File: src/rtl/umc_pkg.sv
// Shared constants, state types and decoding for the UART multiprocessor core.
// Assumes a single 100 MHz clock domain; no surroundings beyond the core itself.
package umc_pkg;

	// ==========================================
	// Reset values and line levels
	localparam logic SOFT_RESET_RST = 1'b1;
	localparam logic LINE_MARK = 1'b1;

	// ==========================================
	// Character and idle timing, in bit periods
	localparam logic [3:0] IDLE_MARKS = 4'ha;
	localparam logic [3:0] WAKE_MARKS = 4'hb;
	localparam int FRAME_BITS = 13;
	localparam int PAYLOAD_BITS = 10;
	localparam int CHAR_WIDTH = 8;
	localparam int FIFO_DEPTH = 16;
	localparam int DIV_WIDTH = 16;
	localparam int IDLE_CNT_WIDTH = 20;

	// ==========================================
	// State types
	typedef enum logic {UMC_RX_IDLE, UMC_RX_BUSY} umc_rx_state_type;
	typedef enum logic {UMC_TX_IDLE, UMC_TX_BUSY} umc_tx_state_type;

	// Bits between start and stop: data, address, parity
	function automatic logic [3:0] umc_payload_len(input logic c7, input logic pen,
		input logic mm);
		return (c7 ? 4'h7 : 4'h8) + {3'h0, pen} + {3'h0, mm};
	endfunction : umc_payload_len

endpackage : umc_pkg

File: src/rtl/umc_core.sv
// UART multiprocessor core: transmitter, receiver, soft reset and flags.
// Assumes control bits come from software registers on clock_i; the
// serial input pin is asynchronous. Bit clock is clock_i / baud_div_i.
// Function
// - Asynchronous mode only when clocked-mode select clear
// - One baud setting times transmit and receive
// - Power-up clear sets soft reset bit
// - Soft reset clears flags, sets transmit-ready flags
// - Soft reset leaves receive/transmit enables alone
// - Clearing soft reset releases normal operation
// - Start, 7/8 data, address, parity, stops
// - Data bits travel least significant first
// - Format select zero means idle-line format
// - Idle line: ten marks after first stop
// - First char after idle tagged as address
// - Idle-line filter drops non-address characters
// - Load copies address mark to wake latch
// - Wake latch sends exactly eleven idle marks
// - Dummy never sent; next follows idle
// - Address-bit format tags received address chars
// - Address-bit filter drops address-bit-zero chars
// - Address mark becomes transmitted address bit
// - Only hardware clears the address mark
// - Three-sample majority vote, failed start aborts
// - Any error flag also sets summary error
`timescale 1ns/1ps
module umc_core (
	// Clock and reset
	input wire logic clock_i,
	input wire logic rstn_i,
	// Serial pins
	input wire logic serial_in_pin_i,
	output logic serial_out_pin_o,
	// Software writes
	input wire logic soft_reset_bit_wr_i,
	input wire logic soft_reset_bit_data_i,
	input wire logic en_wr_i,
	input wire logic rx_en_data_i,
	input wire logic tx_en_data_i,
	input wire logic ie_wr_i,
	input wire logic rx_ie_data_i,
	input wire logic tx_ie_data_i,
	input wire logic tx_mark_set_i,
	input wire logic rx_read_i,
	input wire logic err_clr_i,
	// Configuration levels
	input wire logic sync_mode_i,
	input wire logic char7_i,
	input wire logic parity_en_i,
	input wire logic parity_even_i,
	input wire logic two_stop_i,
	input wire logic multiproc_format_select_i,
	input wire logic rx_wake_filter_enable_i,
	input wire logic [umc_pkg::DIV_WIDTH-1:0] baud_div_i,
	// Transmit buffer write
	input wire logic tx_write_i,
	input wire logic [umc_pkg::CHAR_WIDTH-1:0] tx_data_i,
	output logic tx_ready_flag_o,
	// Status
	output logic [umc_pkg::CHAR_WIDTH-1:0] rx_buffer_o,
	output logic rx_irq_flag_o,
	output logic rx_address_tag_o,
	output logic tx_address_mark_o,
	output logic tx_shift_empty_o,
	output logic rx_any_error_o,
	output logic line_break_flag_o,
	output logic parity_error_flag_o,
	output logic overrun_flag_o,
	output logic framing_flag_o,
	output logic soft_reset_bit_o,
	output logic rx_enable_o,
	output logic tx_enable_o,
	output logic rx_irq_enable_o,
	output logic tx_irq_enable_o
);
	import umc_pkg::*;

	typedef struct packed {
		logic soft_reset;
		logic rx_en;
		logic tx_en;
		logic rx_ie;
		logic tx_ie;
		logic rx_flag;
		logic rx_tag;
		logic tx_mark;
		logic rx_err;
		logic line_break_flag;
		logic pe;
		logic oe;
		logic fe;
		logic tx_empty;
		logic [CHAR_WIDTH-1:0] rx_buf;
		umc_rx_state_type rx_st;
		logic [DIV_WIDTH-1:0] rx_cnt;
		logic [3:0] rx_pos;
		logic rx_s0;
		logic rx_s1;
		logic [PAYLOAD_BITS-1:0] rx_sh;
		logic [IDLE_CNT_WIDTH-1:0] idle_cnt;
		logic idle_seen;
		umc_tx_state_type tx_st;
		logic [DIV_WIDTH-1:0] tx_cnt;
		logic [3:0] tx_pos;
		logic [3:0] tx_len;
		logic [FRAME_BITS-1:0] tx_vec;
		logic wake_temp_latch;
		logic txd;
	} umc_core_type;

	umc_core_type s;
	umc_core_type next_s;
	logic rxd;
	logic fifo_valid;
	logic [CHAR_WIDTH-1:0] fifo_data;
	logic pop;
	logic run;
	logic vote;
	logic rx_fin;
	logic addr_char;
	logic keep;
	logic pe_now;
	logic [3:0] nlen;
	logic [DIV_WIDTH-1:0] half;
	logic [IDLE_CNT_WIDTH-1:0] idle_thr;
	logic [FRAME_BITS+3:0] frm;

	// ==========================================
	// Frame builder: returns {length, bits}, bit 0 sent first
	function automatic logic [FRAME_BITS+3:0] build_frame(input logic [7:0] d,
		input logic c7, input logic pen, input logic peven, input logic mm,
		input logic mark, input logic two);
		logic [FRAME_BITS-1:0] v;
		logic [3:0] p;
		logic par;
		v = '1;
		v[0] = 1'b0;
		p = 4'h1;
		for (int i = 0; i < 8; i++) begin
			if (i < 7 || !c7) begin
				v[p] = d[i];
				p = p + 4'h1;
			end
		end
		par = ^(c7 ? {1'b0, d[6:0]} : d) ^ (mm & mark);
		if (mm) begin
			v[p] = mark;
			p = p + 4'h1;
		end
		if (pen) begin
			v[p] = peven ? par : ~par;
			p = p + 4'h1;
		end
		return {p + 4'h1 + {3'h0, two}, v};
	endfunction : build_frame

	// ==========================================
	// Pin synchroniser and transmit buffer
	umc_pin_sync u_sync (
		.clock_i(clock_i),
		.rstn_i(rstn_i),
		.pin_i(serial_in_pin_i),
		.level_o(rxd)
	);

	// Buffer flushed while in soft reset so ready reads as set
	umc_fifo #(
		.WIDTH(CHAR_WIDTH),
		.DEPTH(FIFO_DEPTH)
	) u_fifo (
		.clock_i(clock_i),
		.rstn_i(rstn_i),
		.flush_i(s.soft_reset),
		.in_valid_i(tx_write_i),
		.in_data_i(tx_data_i),
		.in_ready_o(tx_ready_flag_o),
		.out_valid_o(fifo_valid),
		.out_data_o(fifo_data),
		.out_ready_i(pop)
	);

	// ==========================================
	// Next state
	always_comb begin
		next_s = s;
		pop = 1'b0;
		rx_fin = 1'b0;
		run = !s.soft_reset && !sync_mode_i;
		half = baud_div_i >> 1;
		nlen = umc_payload_len(char7_i, parity_en_i, multiproc_format_select_i);
		vote = (s.rx_s0 & s.rx_s1) | (s.rx_s0 & rxd) | (s.rx_s1 & rxd);
		idle_thr = IDLE_CNT_WIDTH'(baud_div_i) * IDLE_CNT_WIDTH'(IDLE_MARKS)
			+ IDLE_CNT_WIDTH'(half);
		frm = build_frame(fifo_data, char7_i, parity_en_i, parity_even_i,
			multiproc_format_select_i, s.tx_mark, two_stop_i);
		addr_char = multiproc_format_select_i ? s.rx_sh[char7_i ? 7 : 8] : s.idle_seen;
		keep = !rx_wake_filter_enable_i || addr_char;
		pe_now = parity_en_i && ((^s.rx_sh) == parity_even_i);

		// Software writes; clears first so hardware sets win below
		if (soft_reset_bit_wr_i) begin
			next_s.soft_reset = soft_reset_bit_data_i;
		end
		if (en_wr_i) begin
			next_s.rx_en = rx_en_data_i;
			next_s.tx_en = tx_en_data_i;
		end
		if (ie_wr_i) begin
			next_s.rx_ie = rx_ie_data_i;
			next_s.tx_ie = tx_ie_data_i;
		end
		if (tx_mark_set_i) begin
			next_s.tx_mark = 1'b1;
		end
		if (rx_read_i || err_clr_i) begin
			{next_s.fe, next_s.pe, next_s.oe, next_s.line_break_flag} = 4'h0;
		end
		if (rx_read_i) begin
			next_s.rx_flag = 1'b0;
		end

		// Transmitter; both shifters count the same divider
		case (s.tx_st)
			UMC_TX_IDLE: begin
				if (run && s.tx_en && fifo_valid) begin
					pop = 1'b1;
					next_s.tx_st = UMC_TX_BUSY;
					next_s.tx_cnt = '0;
					next_s.tx_pos = 4'h0;
					next_s.wake_temp_latch = s.tx_mark;
					next_s.tx_mark = tx_mark_set_i;
					if (!multiproc_format_select_i && s.tx_mark) begin
						next_s.tx_vec = '1;
						next_s.tx_len = WAKE_MARKS;
					end else begin
						{next_s.tx_len, next_s.tx_vec} = frm;
					end
					next_s.txd = next_s.tx_vec[0];
				end
			end
			UMC_TX_BUSY: begin
				if (s.tx_cnt == baud_div_i - 16'h1) begin
					next_s.tx_cnt = '0;
					next_s.tx_pos = s.tx_pos + 4'h1;
					if (next_s.tx_pos == s.tx_len) begin
						next_s.tx_st = UMC_TX_IDLE;
						next_s.txd = LINE_MARK;
					end else begin
						next_s.txd = s.tx_vec[next_s.tx_pos];
					end
				end else begin
					next_s.tx_cnt = s.tx_cnt + 16'h1;
				end
			end
			default: begin
				next_s.tx_st = UMC_TX_IDLE;
			end
		endcase
		next_s.tx_empty = (next_s.tx_st == UMC_TX_IDLE) && !fifo_valid;

		// Receiver: idle-line count, then sample and vote each bit
		case (s.rx_st)
			UMC_RX_IDLE: begin
				if (!rxd) begin
					next_s.idle_cnt = '0;
				end else if (s.idle_cnt == idle_thr) begin
					next_s.idle_seen = 1'b1;
				end else begin
					next_s.idle_cnt = s.idle_cnt + 1'b1;
				end
				if (run && s.rx_en && !rxd) begin
					next_s.rx_st = UMC_RX_BUSY;
					next_s.rx_cnt = '0;
					next_s.rx_pos = 4'h0;
					next_s.rx_sh = '0;
					next_s.idle_cnt = '0;
				end
			end
			UMC_RX_BUSY: begin
				next_s.rx_cnt = s.rx_cnt + 16'h1;
				if (s.rx_cnt == half - 16'h1) begin
					next_s.rx_s0 = rxd;
				end
				if (s.rx_cnt == half) begin
					next_s.rx_s1 = rxd;
				end
				if (s.rx_cnt == half + 16'h1) begin
					if (s.rx_pos == 4'h0) begin
						if (vote) begin
							next_s.rx_st = UMC_RX_IDLE;
						end
					end else if (s.rx_pos <= nlen) begin
						next_s.rx_sh[s.rx_pos - 4'h1] = vote;
					end else begin
						rx_fin = 1'b1;
						next_s.rx_st = UMC_RX_IDLE;
					end
				end
				if (s.rx_cnt == baud_div_i - 16'h1) begin
					next_s.rx_cnt = '0;
					next_s.rx_pos = s.rx_pos + 4'h1;
				end
			end
			default: begin
				next_s.rx_st = UMC_RX_IDLE;
			end
		endcase

		// Character done at the first stop; filter decides storage
		if (rx_fin) begin
			next_s.idle_seen = 1'b0;
			if (keep) begin
				next_s.rx_buf = char7_i ? {1'b0, s.rx_sh[6:0]} : s.rx_sh[7:0];
				next_s.rx_tag = addr_char;
				next_s.rx_flag = 1'b1;
				if (!vote) begin
					next_s.fe = 1'b1;
				end
				if (!vote && s.rx_sh == '0) begin
					next_s.line_break_flag = 1'b1;
				end
				if (pe_now) begin
					next_s.pe = 1'b1;
				end
				if (s.rx_flag && !rx_read_i) begin
					next_s.oe = 1'b1;
				end
			end
		end
		next_s.rx_err = next_s.fe | next_s.pe | next_s.oe | next_s.line_break_flag;

		// Soft reset holds flags and interrupt enables clear; receive/transmit enables untouched
		if (s.soft_reset) begin
			{next_s.rx_ie, next_s.tx_ie, next_s.rx_flag, next_s.rx_tag} = 4'h0;
			{next_s.tx_mark, next_s.rx_err, next_s.line_break_flag, next_s.pe} = 4'h0;
			{next_s.oe, next_s.fe} = 2'h0;
			next_s.tx_empty = 1'b1;
			next_s.rx_st = UMC_RX_IDLE;
			next_s.tx_st = UMC_TX_IDLE;
			next_s.txd = LINE_MARK;
		end
		if (sync_mode_i) begin
			next_s.rx_st = UMC_RX_IDLE;
			next_s.tx_st = UMC_TX_IDLE;
			next_s.txd = LINE_MARK;
		end
	end

	// Registers; power-up leaves the core held in soft reset
	always_ff @(posedge clock_i) begin
		if (!rstn_i) begin
			s <= '0;
			s.soft_reset <= SOFT_RESET_RST;
			s.tx_empty <= 1'b1;
			s.txd <= LINE_MARK;
			s.rx_s0 <= LINE_MARK;
			s.rx_s1 <= LINE_MARK;
		end else begin
			s <= next_s;
		end
	end

	// ==========================================
	// Outputs, all straight from flops
	assign serial_out_pin_o = s.txd;
	assign rx_buffer_o = s.rx_buf;
	assign rx_irq_flag_o = s.rx_flag;
	assign rx_address_tag_o = s.rx_tag;
	assign tx_address_mark_o = s.tx_mark;
	assign tx_shift_empty_o = s.tx_empty;
	assign rx_any_error_o = s.rx_err;
	assign line_break_flag_o = s.line_break_flag;
	assign parity_error_flag_o = s.pe;
	assign overrun_flag_o = s.oe;
	assign framing_flag_o = s.fe;
	assign soft_reset_bit_o = s.soft_reset;
	assign rx_enable_o = s.rx_en;
	assign tx_enable_o = s.tx_en;
	assign rx_irq_enable_o = s.rx_ie;
	assign tx_irq_enable_o = s.tx_ie;

	// ==========================================
	// Checks
	reset_clears_a: assert property (@(posedge clock_i) disable iff (!rstn_i)
		s.soft_reset |=> (!s.rx_flag && !s.rx_tag && !s.tx_mark && !s.rx_err
			&& !s.rx_ie && !s.tx_ie && s.tx_empty && s.txd))
		else $error("soft reset left a flag set");
	reset_holds_a: assert property (@(posedge clock_i) disable iff (!rstn_i)
		(s.soft_reset && !soft_reset_bit_wr_i) |=> s.soft_reset)
		else $error("soft reset dropped without a write");
	reset_release_a: assert property (@(posedge clock_i) disable iff (!rstn_i)
		(soft_reset_bit_wr_i && !soft_reset_bit_data_i) |=> !s.soft_reset)
		else $error("soft reset not released");
	enable_keep_a: assert property (@(posedge clock_i) disable iff (!rstn_i)
		(s.soft_reset && !en_wr_i) |=> (s.rx_en == $past(s.rx_en)
			&& s.tx_en == $past(s.tx_en)))
		else $error("enable changed by soft reset");
	error_sum_a: assert property (@(posedge clock_i) disable iff (!rstn_i)
		(s.fe || s.pe || s.oe || s.line_break_flag) |-> s.rx_err)
		else $error("summary error missing");
	mark_move_a: assert property (@(posedge clock_i) disable iff (!rstn_i)
		(pop && !tx_mark_set_i) |=> (!s.tx_mark && s.wake_temp_latch == $past(s.tx_mark)))
		else $error("address mark not moved to wake latch");
	wake_idle_a: assert property (@(posedge clock_i) disable iff (!rstn_i)
		(pop && !multiproc_format_select_i && s.tx_mark) |=> s.txd [*8])
		else $error("wake frame left mark level");
	start_bit_a: assert property (@(posedge clock_i) disable iff (!rstn_i)
		(pop && !(!multiproc_format_select_i && s.tx_mark)) |=> !s.txd)
		else $error("start bit not driven");
	filter_drop_a: assert property (@(posedge clock_i) disable iff (!rstn_i)
		(rx_fin && rx_wake_filter_enable_i && !addr_char)
			|=> (s.rx_buf == $past(s.rx_buf) && !$rose(s.rx_flag)))
		else $error("filtered character stored");
	tag_store_a: assert property (@(posedge clock_i) disable iff (!rstn_i)
		(rx_fin && addr_char && !s.soft_reset) |=> (s.rx_tag && s.rx_flag))
		else $error("address character not tagged");
	vote_abort_a: assert property (@(posedge clock_i) disable iff (!rstn_i)
		(s.rx_st == UMC_RX_BUSY && s.rx_pos == 4'h0 && s.rx_cnt == half + 16'h1
			&& vote) |=> s.rx_st == UMC_RX_IDLE)
		else $error("false start not abandoned");
	sync_idle_a: assert property (@(posedge clock_i) disable iff (!rstn_i)
		sync_mode_i |=> (s.txd && s.rx_st == UMC_RX_IDLE))
		else $error("serial logic active in clocked mode");

endmodule : umc_core

File: src/rtl/umc_fifo.sv
// Transmit character FIFO with valid/ready on both sides and a flush.
// Assumes the drain side may hold ready low for any length of time.
`timescale 1ns/1ps
module umc_fifo #(
	parameter int WIDTH = umc_pkg::CHAR_WIDTH,
	parameter int DEPTH = umc_pkg::FIFO_DEPTH
) (
	// Clock and reset
	input wire logic clock_i,
	input wire logic rstn_i,
	input wire logic flush_i,
	// Fill side
	input wire logic in_valid_i,
	input wire logic [WIDTH-1:0] in_data_i,
	output logic in_ready_o,
	// Drain side
	output logic out_valid_o,
	output logic [WIDTH-1:0] out_data_o,
	input wire logic out_ready_i
);
	import umc_pkg::*;

	localparam int AW = $clog2(DEPTH);

	typedef struct packed {
		logic [DEPTH-1:0][WIDTH-1:0] mem;
		logic [AW-1:0] wp;
		logic [AW-1:0] rp;
		logic [AW:0] cnt;
		logic rdy;
		logic val;
	} umc_fifo_type;

	umc_fifo_type s;
	umc_fifo_type next_s;
	logic push;
	logic pop;

	// ==========================================
	// Pointer and count update; flags kept in flops for clean outputs
	always_comb begin
		next_s = s;
		push = in_valid_i && s.rdy;
		pop = out_ready_i && s.val;
		if (push) begin
			next_s.mem[s.wp] = in_data_i;
			next_s.wp = (s.wp == AW'(DEPTH - 1)) ? '0 : s.wp + 1'b1;
		end
		if (pop) begin
			next_s.rp = (s.rp == AW'(DEPTH - 1)) ? '0 : s.rp + 1'b1;
		end
		next_s.cnt = s.cnt + (AW+1)'(push) - (AW+1)'(pop);
		if (flush_i) begin
			next_s.wp = '0;
			next_s.rp = '0;
			next_s.cnt = '0;
		end
		next_s.rdy = (next_s.cnt != (AW+1)'(DEPTH));
		next_s.val = (next_s.cnt != '0);
	end

	// Registers
	always_ff @(posedge clock_i) begin
		if (!rstn_i) begin
			s <= '0;
			s.rdy <= 1'b1;
		end else begin
			s <= next_s;
		end
	end

	assign in_ready_o = s.rdy;
	assign out_valid_o = s.val;
	assign out_data_o = s.mem[s.rp];

	// Count never passes the depth
	fifo_bound_a: assert property (@(posedge clock_i) disable iff (!rstn_i)
		s.cnt <= (AW+1)'(DEPTH) && (s.rdy == (s.cnt != (AW+1)'(DEPTH))))
		else $error("fifo count out of range");

endmodule : umc_fifo

File: src/rtl/umc_pin_sync.sv
// Three-stage synchroniser with agreement filter for the serial input pin.
// Assumes the pin is asynchronous to clock_i and idles at mark.
`timescale 1ns/1ps
module umc_pin_sync (
	// Clock and reset
	input wire logic clock_i,
	input wire logic rstn_i,
	// Pin and filtered level
	input wire logic pin_i,
	output logic level_o
);
	import umc_pkg::*;

	typedef struct packed {
		logic f1;
		logic f2;
		logic f3;
		logic lvl;
	} umc_sync_type;

	umc_sync_type s;
	umc_sync_type next_s;

	// ==========================================
	// Next state: level moves only when stages two and three agree
	always_comb begin
		next_s = s;
		next_s.f1 = pin_i;
		next_s.f2 = s.f1;
		next_s.f3 = s.f2;
		if (s.f2 == s.f3) begin
			next_s.lvl = s.f3;
		end
	end

	// Registers, line assumed idle at reset
	always_ff @(posedge clock_i) begin
		if (!rstn_i) begin
			s <= {4{LINE_MARK}};
		end else begin
			s <= next_s;
		end
	end

	assign level_o = s.lvl;

endmodule : umc_pin_sync

File: config.mk
export PLATFORM = sky130hd
export DESIGN_NAME = umc_core
export DESIGN_NICKNAME = d
export VERILOG_FILES = /design/src/rtl/umc_pkg.sv /design/src/rtl/umc_core.sv /design/src/rtl/umc_fifo.sv /design/src/rtl/umc_pin_sync.sv
export SDC_FILE = /design/constraint.sdc
export NUM_CORES = 1
export LEC_CHECK = 0
export BUFFER_PORTS_ARGS = -buffer_cell sky130_fd_sc_hd__buf_2
export CAP_MARGIN = 20
export CORE_MARGIN = 3
export CORE_UTILIZATION = 60
export CTS_CLUSTER_DIAMETER = 30
export DETAILED_ROUTE_END_ITERATION = 6
export PLACE_DENSITY = 0.9
export SLEW_MARGIN = 30
export SYNTH_ARGS = -nofsm -noshare
export SYNTH_HDL_FRONTEND = slang
export SYNTH_SLANG_ARGS = --single-unit
File: constraint.sdc
create_clock -name clock_i -period 6 [get_ports clock_i]
set_clock_uncertainty 0.05 [all_clocks]
set_input_delay 0.6 -clock clock_i [delete_from_list [all_inputs] [get_ports clock_i]]
set_output_delay 0.6 -clock clock_i [all_outputs]
set_load 0.01 [all_outputs]
==> flow_metrics.py <==
metrics = {
    "synth": {
        "synth_top_family_by_area": "simple AND/OR/NAND/NOR gates",
        "synth_edf_count": 0,
        "synth-adder-area-share_pct": 6.61,
        "ys_async_sr_fraction_pct": 0,
        "yosysSeqAreaShare_pct": 32.0,
        "ys_types": 95,
        "ys_ff_latch": 262,
        "syn_inst": 1797,
        "synth_nets": 1927,
        "synth_xor_area_share_pct": 8.19,
        "synth-simple-area-share_pct": 19.9,
        "synth_top_flop_cell": "dfxtp_1",
        "muxShareOfSynthArea_pct": 15.1,
        "yosysWarnings": 0,
        "netlist_area_um2": 16400,
        "synth-compound-area-share_pct": 13.3,
        "syn_area_per_cell_um2": 9.12,
    },
    "hold_path": {
        "hp-class": "in -> reg",
        "hold_depth": 2,
        "hold_path_end": "u_sync.next_s[2]$_SDFF_PN1_",
        "worstHoldStart": "serial_in_pin_i",
    },
    "sta": {
        "finalCritPeriodShare_pct": 87.4,
        "slew_headroom_pct": 33.1,
        "rsz0062_at_grt": "no",
        "final_hold_viol_count": 0,
        "setup_tns_ns": 0,
        "period_needed_ns": 5.24,
        "setup_viol": 0,
        "setup_slack_ns": 0.757,
        "maxClockFrequency_mhz": 191,
        "slew_violations": 0,
        "worst_pin_slew_ns": 1.00,
    },
    "floorplan": {
        "die_w_um": 171,
        "fp-row-count": 59,
        "die_h_um": 171,
        "core_area_um2": 26400,
        "io_pins": 70,
        "initial_core_util_pct": 62.0,
        "die_area_um2": 29300,
    },
    "setup_path": {
        "r2r_setup_slack_ns": 1.97,
        "required_ns": 6.43,
        "cp.arrival_ns": 5.67,
        "critPathKind": "in -> reg",
        "cpMostUsedCell": "ha_1",
        "r2r_end": "line_break_flag_o$_SDFF_PP0_",
        "end_kind": "register",
        "cp_slowest_cell": "or4b_2",
        "max_stage_delay_ns": 0.66,
        "start_kind": "input port",
        "worstPathCellList": "buf_2 > ha_1 > ha_1 > a21oi_1 > a31oi_1 > o41a_1 > nand3_1 > nand2_1 > and2_1 > o21ai_0 > nand2b_1 > xor2_1 > ha_1 > a21o_1 > a31o_2 > nor3_1 > a211oi_1 > o211ai_1 > nand3b_1 > xor2_1 > o41ai_4 > buf_4 > or4b_2 > a31oi_1",
        "r2r-start": "s[81]$_SDFFE_PN0P_",
        "reg2regPathDepth": 10,
        "path_buf_inv": 2,
        "crit_family": "compound AO/OA/AOI/OAI gates",
        "cp_max_fo": 28,
    },
    "clock_tree": {
        "clockRootBuffer": "clkbuf_16",
        "clockBufferDepth": 3,
        "cts_made_buffers": 51,
        "htree_levels": 2,
        "post_cts_buffers": 0,
        "cts_resized": 0,
        "insertion_delay_ns": 0.58,
        "cts.clk_slew.worst_paths_ns": 0.05,
        "cts.sink_count": 262,
        "cts_hold_buf": 0,
        "cts_tree": "yes",
    },
    "routing": {
        "viasPerCell": 6.61,
        "m1WireLength_mm": 17.5,
        "dr.pass1.iters": 5,
        "wl_met2_mm": 22.0,
        "wirelength_mm": 45.5,
        "routed_wire_length_per_instance_um": 20.7,
        "top_layer": "met4",
        "route.vias.total": 14500,
        "met3_length_mm": 3.41,
        "final_antenna_net_count": 0,
        "drt_iter0_markers": 1404,
        "drc": 0,
    },
    "outcome": {
        "outcome": "completed",
    },
    "cells_and_area": {
        "fin_nets": 1948,
        "syn_to_final_growth_pct": 13.0,
        "layout_common_cells": "261 x dfxtp_1, 212 x nor2_1, 145 x mux2i_1",
        "drive_gt1_share_pct": 15.7,
        "finalCoreUtilization_pct": 70.1,
        "final_common_cell": "dfxtp_1",
        "num_antenna_cells": 0,
    },
    "power_and_ir_drop": {
        "leakagePower_nw": 7.04,
        "pwr_density_cell_nw_per_um2": 291,
        "power_w": 0.00539,
        "ir_worst_vdd_v": 0.000375,
    },
    "global_route": {
        "grt_pass1_vias": 14500,
        "antenna_found_initial": 0,
        "grt.overflow.total": 0,
        "grt_max_degree": 124,
        "grt_pass1_wl_mm": 72.4,
        "grt_util_all_layers_pct": 30.4,
    },
    "place": {
        "place_ws_ns": 0.255,
        "gp_congestion": 0.947,
        "dpl.hpwl_mm": 29.6,
        "portBuffers": 69,
    },
    "flow_run": {
        "drv_cap": 0,
    },
}
==> worst register-to-register path, cell delays in order, from the launching register on <==
cell and delay (ns):
dfxtp_1 0.53, xor2_1 0.40, mux2_2 0.38, o22a_1 0.24, nor4bb_1 0.32, o2111ai_1 0.19
nor4_1 0.58, nand2_1 0.57, nor2_1 0.40, nand4_1 0.16, a21oi_1 0.17
==> per-layer routing <==
metal  vias to the layer above  global-route usage, %
met4                         0                   17.1
met3                       184                   5.81
li1                       6609                      -
met5                         -                      0
met2                       753                   51.9
met1                      6969                   35.9
==> cell type report <==
cell class | count | area [µm²]
multi-input cells | 1364 | 10400
repair buffers | 85 | 465
flip-flops and latches | 262 | 5250
fillers | 1860 | 7910
clock buffers | 56 | 1310
inverters | 54 | 208
well taps | 335 | 419
clock inverters | 40 | 505
==> worst max-delay path by stage <==
stage                        startpoint                  to  slack [ns]  depth (start not counted)
after floorplan           baud_div_i[1]  s[56]$_SDFFE_PN0P_        0.81                         23
after global placement    baud_div_i[5]  s[47]$_SDFFE_PN0P_        0.40                         24
after detailed placement  baud_div_i[2]  s[53]$_SDFFE_PN0P_        0.26                         24
after CTS                 baud_div_i[2]  s[53]$_SDFFE_PN0P_        0.79                         24
after global routing      baud_div_i[2]  s[53]$_SDFFE_PN0P_        0.39                         24
final                     baud_div_i[2]  s[53]$_SDFFE_PN0P_        0.76                         24
==> where the power goes <==
part           switching [W]  internal (W)
registers         0.00000935       0.00175
clock network        0.00109       0.00185
logic               0.000421      0.000280
==> kinds of logic (layout without fill, tap and decap cells) <==
family | count (synthesis) | count (layout)
simple gates | 631 | 631
compound gates | 314 | 314
flops | 262 | 262
mux | 192 | 192
buf+inv | 171 | 235
xor+xnor | 142 | 142
fa+ha+maj | 85 | 85
==> state kept, by name, indices dropped and copies added (netlist names), 2 cells and up <==
register and count:
rx_buffer_o 8, u_sync.next_s 2, s 92, u_fifo.s 141
==> cell usage after synthesis (all sizes together), types with 4 or more instances <==
master   instances  area share [%]
or4              7            0.34
nor2b            8            0.31
ha              81             6.2
a21oi          107             3.3
a211oi           4            0.18
xor2            45             2.4
a311oi           5            0.27
o41ai            4            0.33
nand3           65             2.0
nor2           225             5.3
o211ai          15            0.69
and3            36             1.4
mux2i          145             8.9
or2              5            0.19
and2            14            0.53
nor3            49             1.6
nand4b           5            0.27
inv             53             1.2
mux4            44             6.0
a21o            19            0.87
o31ai            6            0.27
or4b            10            0.63
buf             38             1.7
nor4            19            0.97
and4             5            0.27
o311a           26             1.6
nand2           87             2.0
o2111ai          4            0.21
nand4           32             1.3
xnor2           90             4.8
or3              7            0.27
dfxtp          262              32
a211o            4            0.21
nor3b           13            0.66
nand2b          25            0.95
clkbuf          78             1.9
a31oi           21            0.80
o21ai           42             1.3
nor4b            4            0.21
xnor3            7            0.98
nand3b           7            0.32
o221a           10            0.69
o21a             9            0.41
==> through the flow <==
stage	instance area [µm²]	std cells	hold WS, ns
6_report	18500	2196	0.175
3_3_place_gp	16700	2100	0.348
3_5_place_dp	16700	2100	0.350
5_1_grt	18500	2196	0.176
4_1_cts	18500	2196	0.163
2_1_floorplan	16400	1797	0.336
Power figures use the tool's default switching activity.
